[config.mk]
export PLATFORM = sky130hd
export DESIGN_NAME = erf_rx_filter
export DESIGN_NICKNAME = d
export VERILOG_FILES = /design/src/hw/erf_pkg.sv /design/src/hw/erf_crc_byte.sv /design/src/hw/erf_addr_class.sv /design/src/hw/erf_rx_filter.sv
export VERILOG_INCLUDE_DIRS = /design/src /design/src/hw
export SDC_FILE = /design/constraint.sdc
export NUM_CORES = 1
export LEC_CHECK = 0
export ABC_AREA = 1
export BUFFER_PORTS_ARGS = -buffer_cell sky130_fd_sc_hd__buf_4
export CAP_MARGIN = 10
export CORE_MARGIN = 8
export CORE_UTILIZATION = 55
export DETAILED_ROUTE_END_ITERATION = 8
export PLACE_DENSITY = 0.86
export SLEW_MARGIN = 20
export SYNTH_ARGS = -nofsm -noshare
export SYNTH_HDL_FRONTEND = slang
export SYNTH_SLANG_ARGS = --single-unit
export TNS_END_PERCENT = 50
[constraint.sdc]
create_clock -name clock -period 9.8 [get_ports clock]
set_input_delay 2.45 -clock clock [delete_from_list [all_inputs] [get_ports clock]]
set_output_delay 2.45 -clock clock [all_outputs]
set_load 0.005 [all_outputs]
[src/hw/erf_consts.svh]
`ifndef ERF_CONSTS_SVH
`define ERF_CONSTS_SVH

// ==========================================================
// filter control word layout
`define ERF_BIT_HASH 15
`define ERF_BIT_CRC 6
`define ERF_BIT_SHORT 4
`define ERF_BIT_LOCAL 3
`define ERF_BIT_FOREIGN 2
`define ERF_BIT_MCAST 1
`define ERF_BIT_BCAST 0
`define ERF_CTRL_RESET 16'h0059
// bits outside this mask are not implemented and read as zero
`define ERF_CTRL_MASK 16'h805F

// ==========================================================
// frame geometry
`define ERF_MIN_FRAME_BYTES 16'h0040
`define ERF_DEST_BYTES 16'h0006
`define ERF_LEN_MAX 16'hFFFF

// ==========================================================
// crc-32, generator 04C11DB7 processed lsb first (reflected form)
`define ERF_CRC_POLY 32'h04C11DB7
`define ERF_CRC_POLY_REFL 32'hEDB88320
`define ERF_CRC_INIT 32'hFFFFFFFF
`define ERF_CRC_RESIDUE 32'hDEBB20E3
`define ERF_HASH_PTR_MSB 28
`define ERF_HASH_PTR_LSB 23

`endif

[src/hw/erf_pkg.sv]
package erf_pkg;

  // ==========================================================
  // stream carriers
  typedef struct packed {
    logic valid;
    logic last;
    logic [7:0] data;
  } erf_rx_byte_t;

  typedef struct packed {
    logic valid;
    logic first;
    logic [7:0] data;
  } erf_buf_byte_t;

  typedef struct packed {
    logic local_hit;
    logic foreign_hit;
    logic mcast_hit;
    logic bcast_hit;
    logic hash_hit;
  } erf_addr_flags_t;

  typedef enum logic [3:0] {
    ERF_WHY_NONE = 4'h0,
    ERF_WHY_CRC_BAD = 4'h1,
    ERF_WHY_SHORT = 4'h2,
    ERF_WHY_LOCAL = 4'h3,
    ERF_WHY_FOREIGN = 4'h4,
    ERF_WHY_MCAST = 4'h5,
    ERF_WHY_BCAST = 4'h6,
    ERF_WHY_HASH = 4'h7,
    ERF_WHY_NO_MATCH = 4'h8
  } erf_reason_t;

  typedef struct packed {
    logic valid;
    logic accept;
    erf_reason_t reason;
    logic truncated;
  } erf_verdict_t;

  typedef enum logic [2:0] {
    ERF_ST_IDLE = 3'b001,
    ERF_ST_RECV = 3'b010,
    ERF_ST_SKIP = 3'b100
  } erf_state_t;

endpackage

[src/hw/erf_crc_byte.sv]
`timescale 1ns/100ps
`default_nettype none
`include "erf_consts.svh"

// one byte of ethernet crc-32, lsb of the byte first
module erf_crc_byte (
  input wire logic [31:0] crc_in,
  input wire logic [7:0] data,
  output logic [31:0] crc_out
);

  always_comb begin
    crc_out = crc_in;
    for (int i = 0; i < 8; i++) begin
      if (crc_out[0] ^ data[i]) begin
        crc_out = (crc_out >> 1) ^ `ERF_CRC_POLY_REFL;
      end else begin
        crc_out = crc_out >> 1;
      end
    end
  end

endmodule
`default_nettype wire

[src/hw/erf_addr_class.sv]
`timescale 1ns/100ps
`default_nettype none
`include "erf_consts.svh"

// classifies a captured destination address; first wire byte sits in [47:40]
module erf_addr_class (
  input wire logic [47:0] dest_addr,
  input wire logic [47:0] station_address,
  input wire logic [31:0] dest_crc,
  input wire logic [63:0] hash_table,
  output erf_pkg::erf_addr_flags_t flags
);

  // ==========================================================
  // hash pointer: crc in msb-first order, bits 28..23
  function automatic logic [5:0] hash_ptr(input logic [31:0] refl_crc);
    logic [31:0] norm;
    norm = '0;
    for (int i = 0; i < 32; i++) begin
      norm[i] = refl_crc[31 - i];
    end
    return norm[`ERF_HASH_PTR_MSB:`ERF_HASH_PTR_LSB];
  endfunction

  logic [5:0] ptr;
  logic [15:0] hash_word;
  logic is_group;

  assign ptr = hash_ptr(dest_crc);
  // upper pointer bits pick the word, lower four pick the bit
  assign hash_word = hash_table[{ptr[5:4], 4'h0} +: 16];
  assign is_group = dest_addr[40];

  always_comb begin
    flags.local_hit = (dest_addr == station_address);
    flags.foreign_hit = !is_group && (dest_addr != station_address);
    flags.mcast_hit = is_group;
    flags.bcast_hit = (dest_addr == 48'hFFFFFFFFFFFF);
    flags.hash_hit = hash_word[ptr[3:0]];
  end

endmodule
`default_nettype wire

[src/hw/erf_rx_filter.sv]
// How it works
// - enabled, bad crc frames discarded, good passed
// - bytes beyond maximum length truncated
// - crc reject enable, bit 6, resets on
// - crc reject off passes every frame
// - enabled, frames under 64 bytes discarded
// - short reject enable, bit 4, resets on
// - local unicast accepts exact station address
// - local unicast enable, bit 3, resets on
// - foreign unicast accepts other unicast destinations
// - foreign unicast enable, bit 2, resets off
// - multicast accepts destination group bit set
// - multicast enable, bit 1, resets off
// - broadcast accepts all-ones destination
// - broadcast enable, bit 0, resets on
// - crc over destination, bits 28..23 pointer
// - pointer selects table bit; set accepts
// - hash enable, bit 15, resets off
// - first deciding filter in priority wins
// - frames nobody accepts are discarded
`timescale 1ns/100ps
`default_nettype none
`include "erf_consts.svh"

module erf_rx_filter (
  input wire logic clock,
  input wire logic srst,
  input wire logic frame_receive_enable,
  input wire logic ctrl_write,
  input wire logic [15:0] rx_filter_control_word,
  input wire logic [47:0] station_address,
  input wire logic [15:0] max_frame_length_limit,
  input wire logic [15:0] hash_table_word_0,
  input wire logic [15:0] hash_table_word_1,
  input wire logic [15:0] hash_table_word_2,
  input wire logic [15:0] hash_table_word_3,
  input wire erf_pkg::erf_rx_byte_t rx_in,
  output logic [15:0] filter_control_readback,
  output erf_pkg::erf_buf_byte_t buf_out,
  output erf_pkg::erf_verdict_t verdict,
  output logic busy
);

  // ==========================================================
  // helpers
  function automatic logic ctl_bit(input logic [15:0] word, input int pos);
    return word[pos];
  endfunction

  // ==========================================================
  // declarations
  erf_pkg::erf_state_t state_reg;
  erf_pkg::erf_state_t state_next;
  logic [15:0] ctrl_reg;
  logic [15:0] frame_ctrl_reg;
  logic [15:0] frame_ctrl_now;
  logic [15:0] len_reg;
  logic [15:0] len_base;
  logic [15:0] len_next;
  logic [31:0] crc_reg;
  logic [31:0] crc_base;
  logic [31:0] crc_next;
  logic [47:0] dest_reg;
  logic [31:0] dest_crc_reg;
  logic dest_done_reg;
  logic trunc_reg;
  logic trunc_next;
  logic in_idle;
  logic byte_in;
  logic starting;
  logic receiving;
  logic keep_byte;
  logic frame_end;
  logic crc_good;
  logic too_short;
  logic addr_ok;
  logic [63:0] hash_table;
  erf_pkg::erf_addr_flags_t flags;
  erf_pkg::erf_verdict_t verdict_next;

  assign in_idle = (state_reg == erf_pkg::ERF_ST_IDLE);
  assign byte_in = rx_in.valid;
  assign starting = in_idle && byte_in && frame_receive_enable;
  assign receiving = starting || (state_reg == erf_pkg::ERF_ST_RECV && byte_in);
  assign frame_end = receiving && rx_in.last;
  assign hash_table = {hash_table_word_3, hash_table_word_2,
                       hash_table_word_1, hash_table_word_0};

  // ==========================================================
  // filter control word
  // writes land in the live word at once; the chain itself uses a copy taken at frame
  // start, so a write mid-frame cannot split one frame's decision across two settings
  always_ff @(posedge clock) begin
    if (srst) begin
      ctrl_reg <= `ERF_CTRL_RESET;
    end else if (ctrl_write) begin
      ctrl_reg <= rx_filter_control_word & `ERF_CTRL_MASK;
    end
  end

  assign filter_control_readback = ctrl_reg;

  always_ff @(posedge clock) begin
    if (srst) begin
      frame_ctrl_reg <= `ERF_CTRL_RESET;
    end else if (starting) begin
      frame_ctrl_reg <= ctrl_reg;
    end
  end

  assign frame_ctrl_now = starting ? ctrl_reg : frame_ctrl_reg;

  // ==========================================================
  // frame sequencing
  // a frame that begins while reception is off is skipped whole, never half-taken
  always_comb begin
    state_next = state_reg;
    unique case (state_reg)
      erf_pkg::ERF_ST_IDLE: begin
        if (byte_in && !rx_in.last) begin
          state_next = frame_receive_enable ? erf_pkg::ERF_ST_RECV : erf_pkg::ERF_ST_SKIP;
        end
      end
      erf_pkg::ERF_ST_RECV: begin
        if (byte_in && rx_in.last) begin
          state_next = erf_pkg::ERF_ST_IDLE;
        end
      end
      erf_pkg::ERF_ST_SKIP: begin
        if (byte_in && rx_in.last) begin
          state_next = erf_pkg::ERF_ST_IDLE;
        end
      end
      default: begin
        state_next = erf_pkg::ERF_ST_IDLE;
      end
    endcase
  end

  always_ff @(posedge clock) begin
    if (srst) begin
      state_reg <= erf_pkg::ERF_ST_IDLE;
    end else begin
      state_reg <= state_next;
    end
  end

  always_ff @(posedge clock) begin
    if (srst) begin
      busy <= 1'b0;
    end else begin
      busy <= (state_next != erf_pkg::ERF_ST_IDLE);
    end
  end

  // ==========================================================
  // length count and truncation
  // bytes past the limit are neither stored nor fed to the crc, so the
  // stored frame loses its trailing check sequence and almost always fails crc
  assign len_base = in_idle ? 16'h0000 : len_reg;
  assign keep_byte = receiving && (len_base < max_frame_length_limit);
  assign len_next = (keep_byte && len_base != `ERF_LEN_MAX) ? len_base + 16'h0001 : len_base;
  assign trunc_next = (in_idle ? 1'b0 : trunc_reg) || (receiving && !keep_byte);

  always_ff @(posedge clock) begin
    if (srst) begin
      len_reg <= 16'h0000;
    end else if (receiving) begin
      len_reg <= len_next;
    end
  end

  always_ff @(posedge clock) begin
    if (srst) begin
      trunc_reg <= 1'b0;
    end else if (receiving) begin
      trunc_reg <= trunc_next;
    end
  end

  // ==========================================================
  // running crc over the kept bytes
  assign crc_base = in_idle ? `ERF_CRC_INIT : crc_reg;

  erf_crc_byte u_crc (
    .crc_in(crc_base),
    .data(rx_in.data),
    .crc_out(crc_next)
  );

  always_ff @(posedge clock) begin
    if (srst) begin
      crc_reg <= `ERF_CRC_INIT;
    end else if (keep_byte) begin
      crc_reg <= crc_next;
    end else if (starting) begin
      crc_reg <= `ERF_CRC_INIT;
    end
  end

  // a frame with an intact check sequence leaves the fixed residue behind
  assign crc_good = keep_byte ? (crc_next == `ERF_CRC_RESIDUE)
                              : (crc_base == `ERF_CRC_RESIDUE);

  // ==========================================================
  // destination capture and hash crc
  always_ff @(posedge clock) begin
    if (srst) begin
      dest_reg <= 48'h000000000000;
    end else if (keep_byte && len_base < `ERF_DEST_BYTES) begin
      dest_reg <= {dest_reg[39:0], rx_in.data};
    end
  end

  always_ff @(posedge clock) begin
    if (srst) begin
      dest_crc_reg <= `ERF_CRC_INIT;
    end else if (keep_byte && len_base == `ERF_DEST_BYTES - 16'h0001) begin
      dest_crc_reg <= crc_next;
    end
  end

  always_ff @(posedge clock) begin
    if (srst) begin
      dest_done_reg <= 1'b0;
    end else if (starting) begin
      dest_done_reg <= 1'b0;
    end else if (keep_byte && len_base == `ERF_DEST_BYTES - 16'h0001) begin
      dest_done_reg <= 1'b1;
    end
  end

  // address filters only see a frame whose destination was complete before its last byte
  assign addr_ok = dest_done_reg && !in_idle;

  erf_addr_class u_addr (
    .dest_addr(dest_reg),
    .station_address(station_address),
    .dest_crc(dest_crc_reg),
    .hash_table(hash_table),
    .flags(flags)
  );

  // ==========================================================
  // decision chain, highest priority first
  assign too_short = (len_next < `ERF_MIN_FRAME_BYTES);

  always_comb begin
    verdict_next.valid = frame_end;
    verdict_next.truncated = trunc_next;
    verdict_next.accept = 1'b0;
    verdict_next.reason = erf_pkg::ERF_WHY_NO_MATCH;
    if (ctl_bit(frame_ctrl_now, `ERF_BIT_CRC) && !crc_good) begin
      verdict_next.reason = erf_pkg::ERF_WHY_CRC_BAD;
    end else if (ctl_bit(frame_ctrl_now, `ERF_BIT_SHORT) && too_short) begin
      verdict_next.reason = erf_pkg::ERF_WHY_SHORT;
    end else if (ctl_bit(frame_ctrl_now, `ERF_BIT_LOCAL) && addr_ok
                 && flags.local_hit) begin
      verdict_next.accept = 1'b1;
      verdict_next.reason = erf_pkg::ERF_WHY_LOCAL;
    end else if (ctl_bit(frame_ctrl_now, `ERF_BIT_FOREIGN) && addr_ok
                 && flags.foreign_hit) begin
      verdict_next.accept = 1'b1;
      verdict_next.reason = erf_pkg::ERF_WHY_FOREIGN;
    end else if (ctl_bit(frame_ctrl_now, `ERF_BIT_MCAST) && addr_ok
                 && flags.mcast_hit) begin
      verdict_next.accept = 1'b1;
      verdict_next.reason = erf_pkg::ERF_WHY_MCAST;
    end else if (ctl_bit(frame_ctrl_now, `ERF_BIT_BCAST) && addr_ok
                 && flags.bcast_hit) begin
      verdict_next.accept = 1'b1;
      verdict_next.reason = erf_pkg::ERF_WHY_BCAST;
    end else if (ctl_bit(frame_ctrl_now, `ERF_BIT_HASH) && addr_ok
                 && flags.hash_hit) begin
      verdict_next.accept = 1'b1;
      verdict_next.reason = erf_pkg::ERF_WHY_HASH;
    end
    if (!frame_end) begin
      verdict_next.accept = 1'b0;
      verdict_next.reason = erf_pkg::ERF_WHY_NONE;
      verdict_next.truncated = 1'b0;
    end
  end

  always_ff @(posedge clock) begin
    if (srst) begin
      verdict <= '0;
    end else begin
      verdict <= verdict_next;
    end
  end

  // ==========================================================
  // byte stream to the packet buffer
  // bytes go out as they arrive, the last byte of an untruncated frame in the same cycle as the verdict; the buffer keeps or rewinds on the verdict,
  // which avoids holding a whole frame here
  always_ff @(posedge clock) begin
    if (srst) begin
      buf_out <= '0;
    end else begin
      buf_out.valid <= keep_byte;
      buf_out.first <= starting;
      buf_out.data <= keep_byte ? rx_in.data : 8'h00;
    end
  end

endmodule
`default_nettype wire

==> impl_metrics.toml <==
[die]
dieArea_mm2 = 0.0209
fp.dieW_um = 145
fp.dieH_um = 145
rows = 47
start_util = 0.555
ios = 192
core_area_mm2 = 0.0164

[clock_network]
cts_tree = "yes"
htreeDepth = 4
numCtsBuffers = 17
cts_sinks = 139
ctsRootBufferMaster = "clkbuf_16"
cts.clk_slew.worst_paths_ns = 0.06
cts_setup_buffers = 0
clockBufferDepth = 2
clkLatencyLatePin_ns = 0.43
cts.repair.resized = 0
hold_buffers = 0

[yosys]
syn_avg_cell_area_um2 = 6.57
async_flop_share = 0
synth_seq_cells = 139
yosys_warnings = 0
synthCells = 1387
syn_area_mm2 = 0.00911
synth_ff_type = "dfxtp_1"
seq_area_frac_synth = 0.305
ys_types = 54
synth_edf_count = 0

[sta]
finClkSkew_ns = 0.0104
tns_ns = 0
drv_slew = 0
max_freq_mhz = 187
worstMarginPinSlew_ns = 1.06
hold_viol = 0
rsz0062_at_grt = "false"
min_period_ns = 5.36
layout_worst_path_cycle_share = 0.547
finalSetupViolCount = 0
slew_headroom = 0.291

[power]
p_leak_nw = 5.16
ir_drop_uv = 139
power.density_mw_per_mm2 = 151
p_total_mw = 1.65

[worst_setup_path]
crit_chain = "buf_4 -> inv_1 -> nor3_4 -> inv_2 -> o21ai_2 -> nand3_4 -> inv_2 -> nand4_1 -> buf_4 -> o21ai_0 -> a21oi_1"
r2r-end = "dest_reg[14]"
max_stage_delay_ns = 0.68
reg2reg_setup_slack_ns = 4.96
reg2reg_from = "state_reg[2]"
worst_path_max_delay_cell = "nor3_4"
cp-end-kind = "flop"
crit_fanout = 96
cp_data_arrival_time_ns = 5.63
startpoint_type = "input pin"
crit_type = "input pin to flop"
required_ns = 10.08
r2r.worst_path.cells = 15

[place]
numPlacedInstances = 1723
port_buffers = 173
post-dp-hpwl_mm = 20.2
gp_congestion = 0.947

[route]
final_antenna_net_count = 0
vias = 9750
drt-pass1-iter-count = 6
vias_per_cell = 5.56
route.detailed.drc = 0
wirelength_mm = 27.5
wl_per_cell_um = 15.7
drt_iter0_markers = 965

[global_route]
grtUsageMet1 = 0.305
track_usage = 0.257
grtUsageMet3 = 0.0551
use_met2 = 0.445
grt-busiest-layer = "met2"
grt_overflow_total = 0
grt_start_max_net_pins = 97
antenna_found_initial = 0
grt_pass1_vias = 8847
grt_first_pass_wirelength_mm = 42.8

[worst_hold_path]
min_to = "frame_ctrl_reg[4]"
holdPathStages = 2
hold_start = "frame_ctrl_reg[4]"
hold_path_class = "flop to flop"

[cells_and_area]
largest_register_ff_count = 48
area.growth.synth_to_final_pct = 20.2
stdcell_count = 1755
drive_gt1_frac = 0.184
diodes = 0
nNetsFinal = 1696

[run_status]
outcome = "finished clean"

[job]
drv_cap = 0
power by group:
| part | switching [mW] | leakage, nW | internal, mW |
|---|---|---|---|
| Combinational | 0.229 | 3.74 | 0.141 |
| Sequential | 0.0318 | 1.13 | 0.604 |
| Clock | 0.256 | 0.289 | 0.391 |
| Total | 0.517 | 5.16 | 1.14 |
placed cells by master, fill, tap and decap left out, drive strengths merged, types with 40 or more instances in the layout:
master | Yosys | routed
nor2 | 178 | 178
inv | 145 | 149
o21ai | 117 | 117
buf | 37 | 176
xor2 | 40 | 40
dfxtp | 139 | 139
xnor2 | 40 | 40
nand2 | 362 | 362
nand3 | 64 | 64
a21oi | 66 | 66
cell usage after synthesis, drive strengths merged (24+ instances only):
library cell	count	area, µm²
xnor2	40	350
inv	145	547
nand3	64	363
nor2	178	683
xor2	40	350
clkbuf	31	116
nand2	362	1510
o21ai	117	589
dfxtp	139	2780
o22ai	24	150
a21oi	66	334
nand4	38	259
buf	37	258
per-stage QoR:
step                      instance area (µm²)  hold slack (ns)   util  setup slack (ns)
after floorplan                          9140            0.424      -              5.22
after global placement                  10400            0.434  0.632              4.15
after detailed placement                10400            0.445  0.632              4.11
after CTS                               11000            0.458  0.668              4.50
after global routing                    11000            0.485  0.668              4.19
final                                   11000            0.453  0.668              4.44
critical path: cells and delay by family:
| kind | cells | cell delay (ns) |
|---|---|---|
| buffers and inverters | 5 | 1.37 |
| AND/OR/NAND/NOR | 3 | 1.21 |
| AO/OA/AOI/OAI | 3 | 0.58 |
metal layers:
layer  vias up  wire, µm
met1      4453     11000
li1       4765         -
met4         0       724
met2       474     13200
met5         -         0
met3        58      2670
how the worst max path moves through the flow:
stage / startpoint / end / slack (ns) / cells after the start
3_3_place_gp: rx_in[9] / dest_reg[20] / 4.15 / 11
2_1_floorplan: max_frame_length_limit[11] / dest_reg[16] / 5.22 / 14
3_5_place_dp: rx_in[9] / dest_reg[24] / 4.11 / 11
5_1_grt: rx_in[9] / dest_reg[14] / 4.19 / 11
6_report: rx_in[9] / dest_reg[14] / 4.44 / 11
4_1_cts: rx_in[9] / dest_reg[24] / 4.50 / 11
layout make-up:
cell class / count / area (µm²)
flip-flops and latches: 139 / 2780
multi-input cells: 1042 / 5440
fillers: 1420 / 5450
clock buffers: 21 / 460
inverters: 146 / 551
clock inverters: 11 / 130
well taps: 220 / 275
repair buffers: 176 / 1320
cells by family (layout without fill, tap and decap cells):
family	count (synthesis)	in the layout	share of synthesized area
simple gates	694	694	0.345
compound gates	238	238	0.144
other cells	1	9	0.000412
fa+ha+maj	16	16	0.0220
xor+xnor	80	80	0.0769
flops	139	139	0.305
mux	5	5	0.00549
buf+inv	214	354	0.101
(Power assumes the default switching activity.)
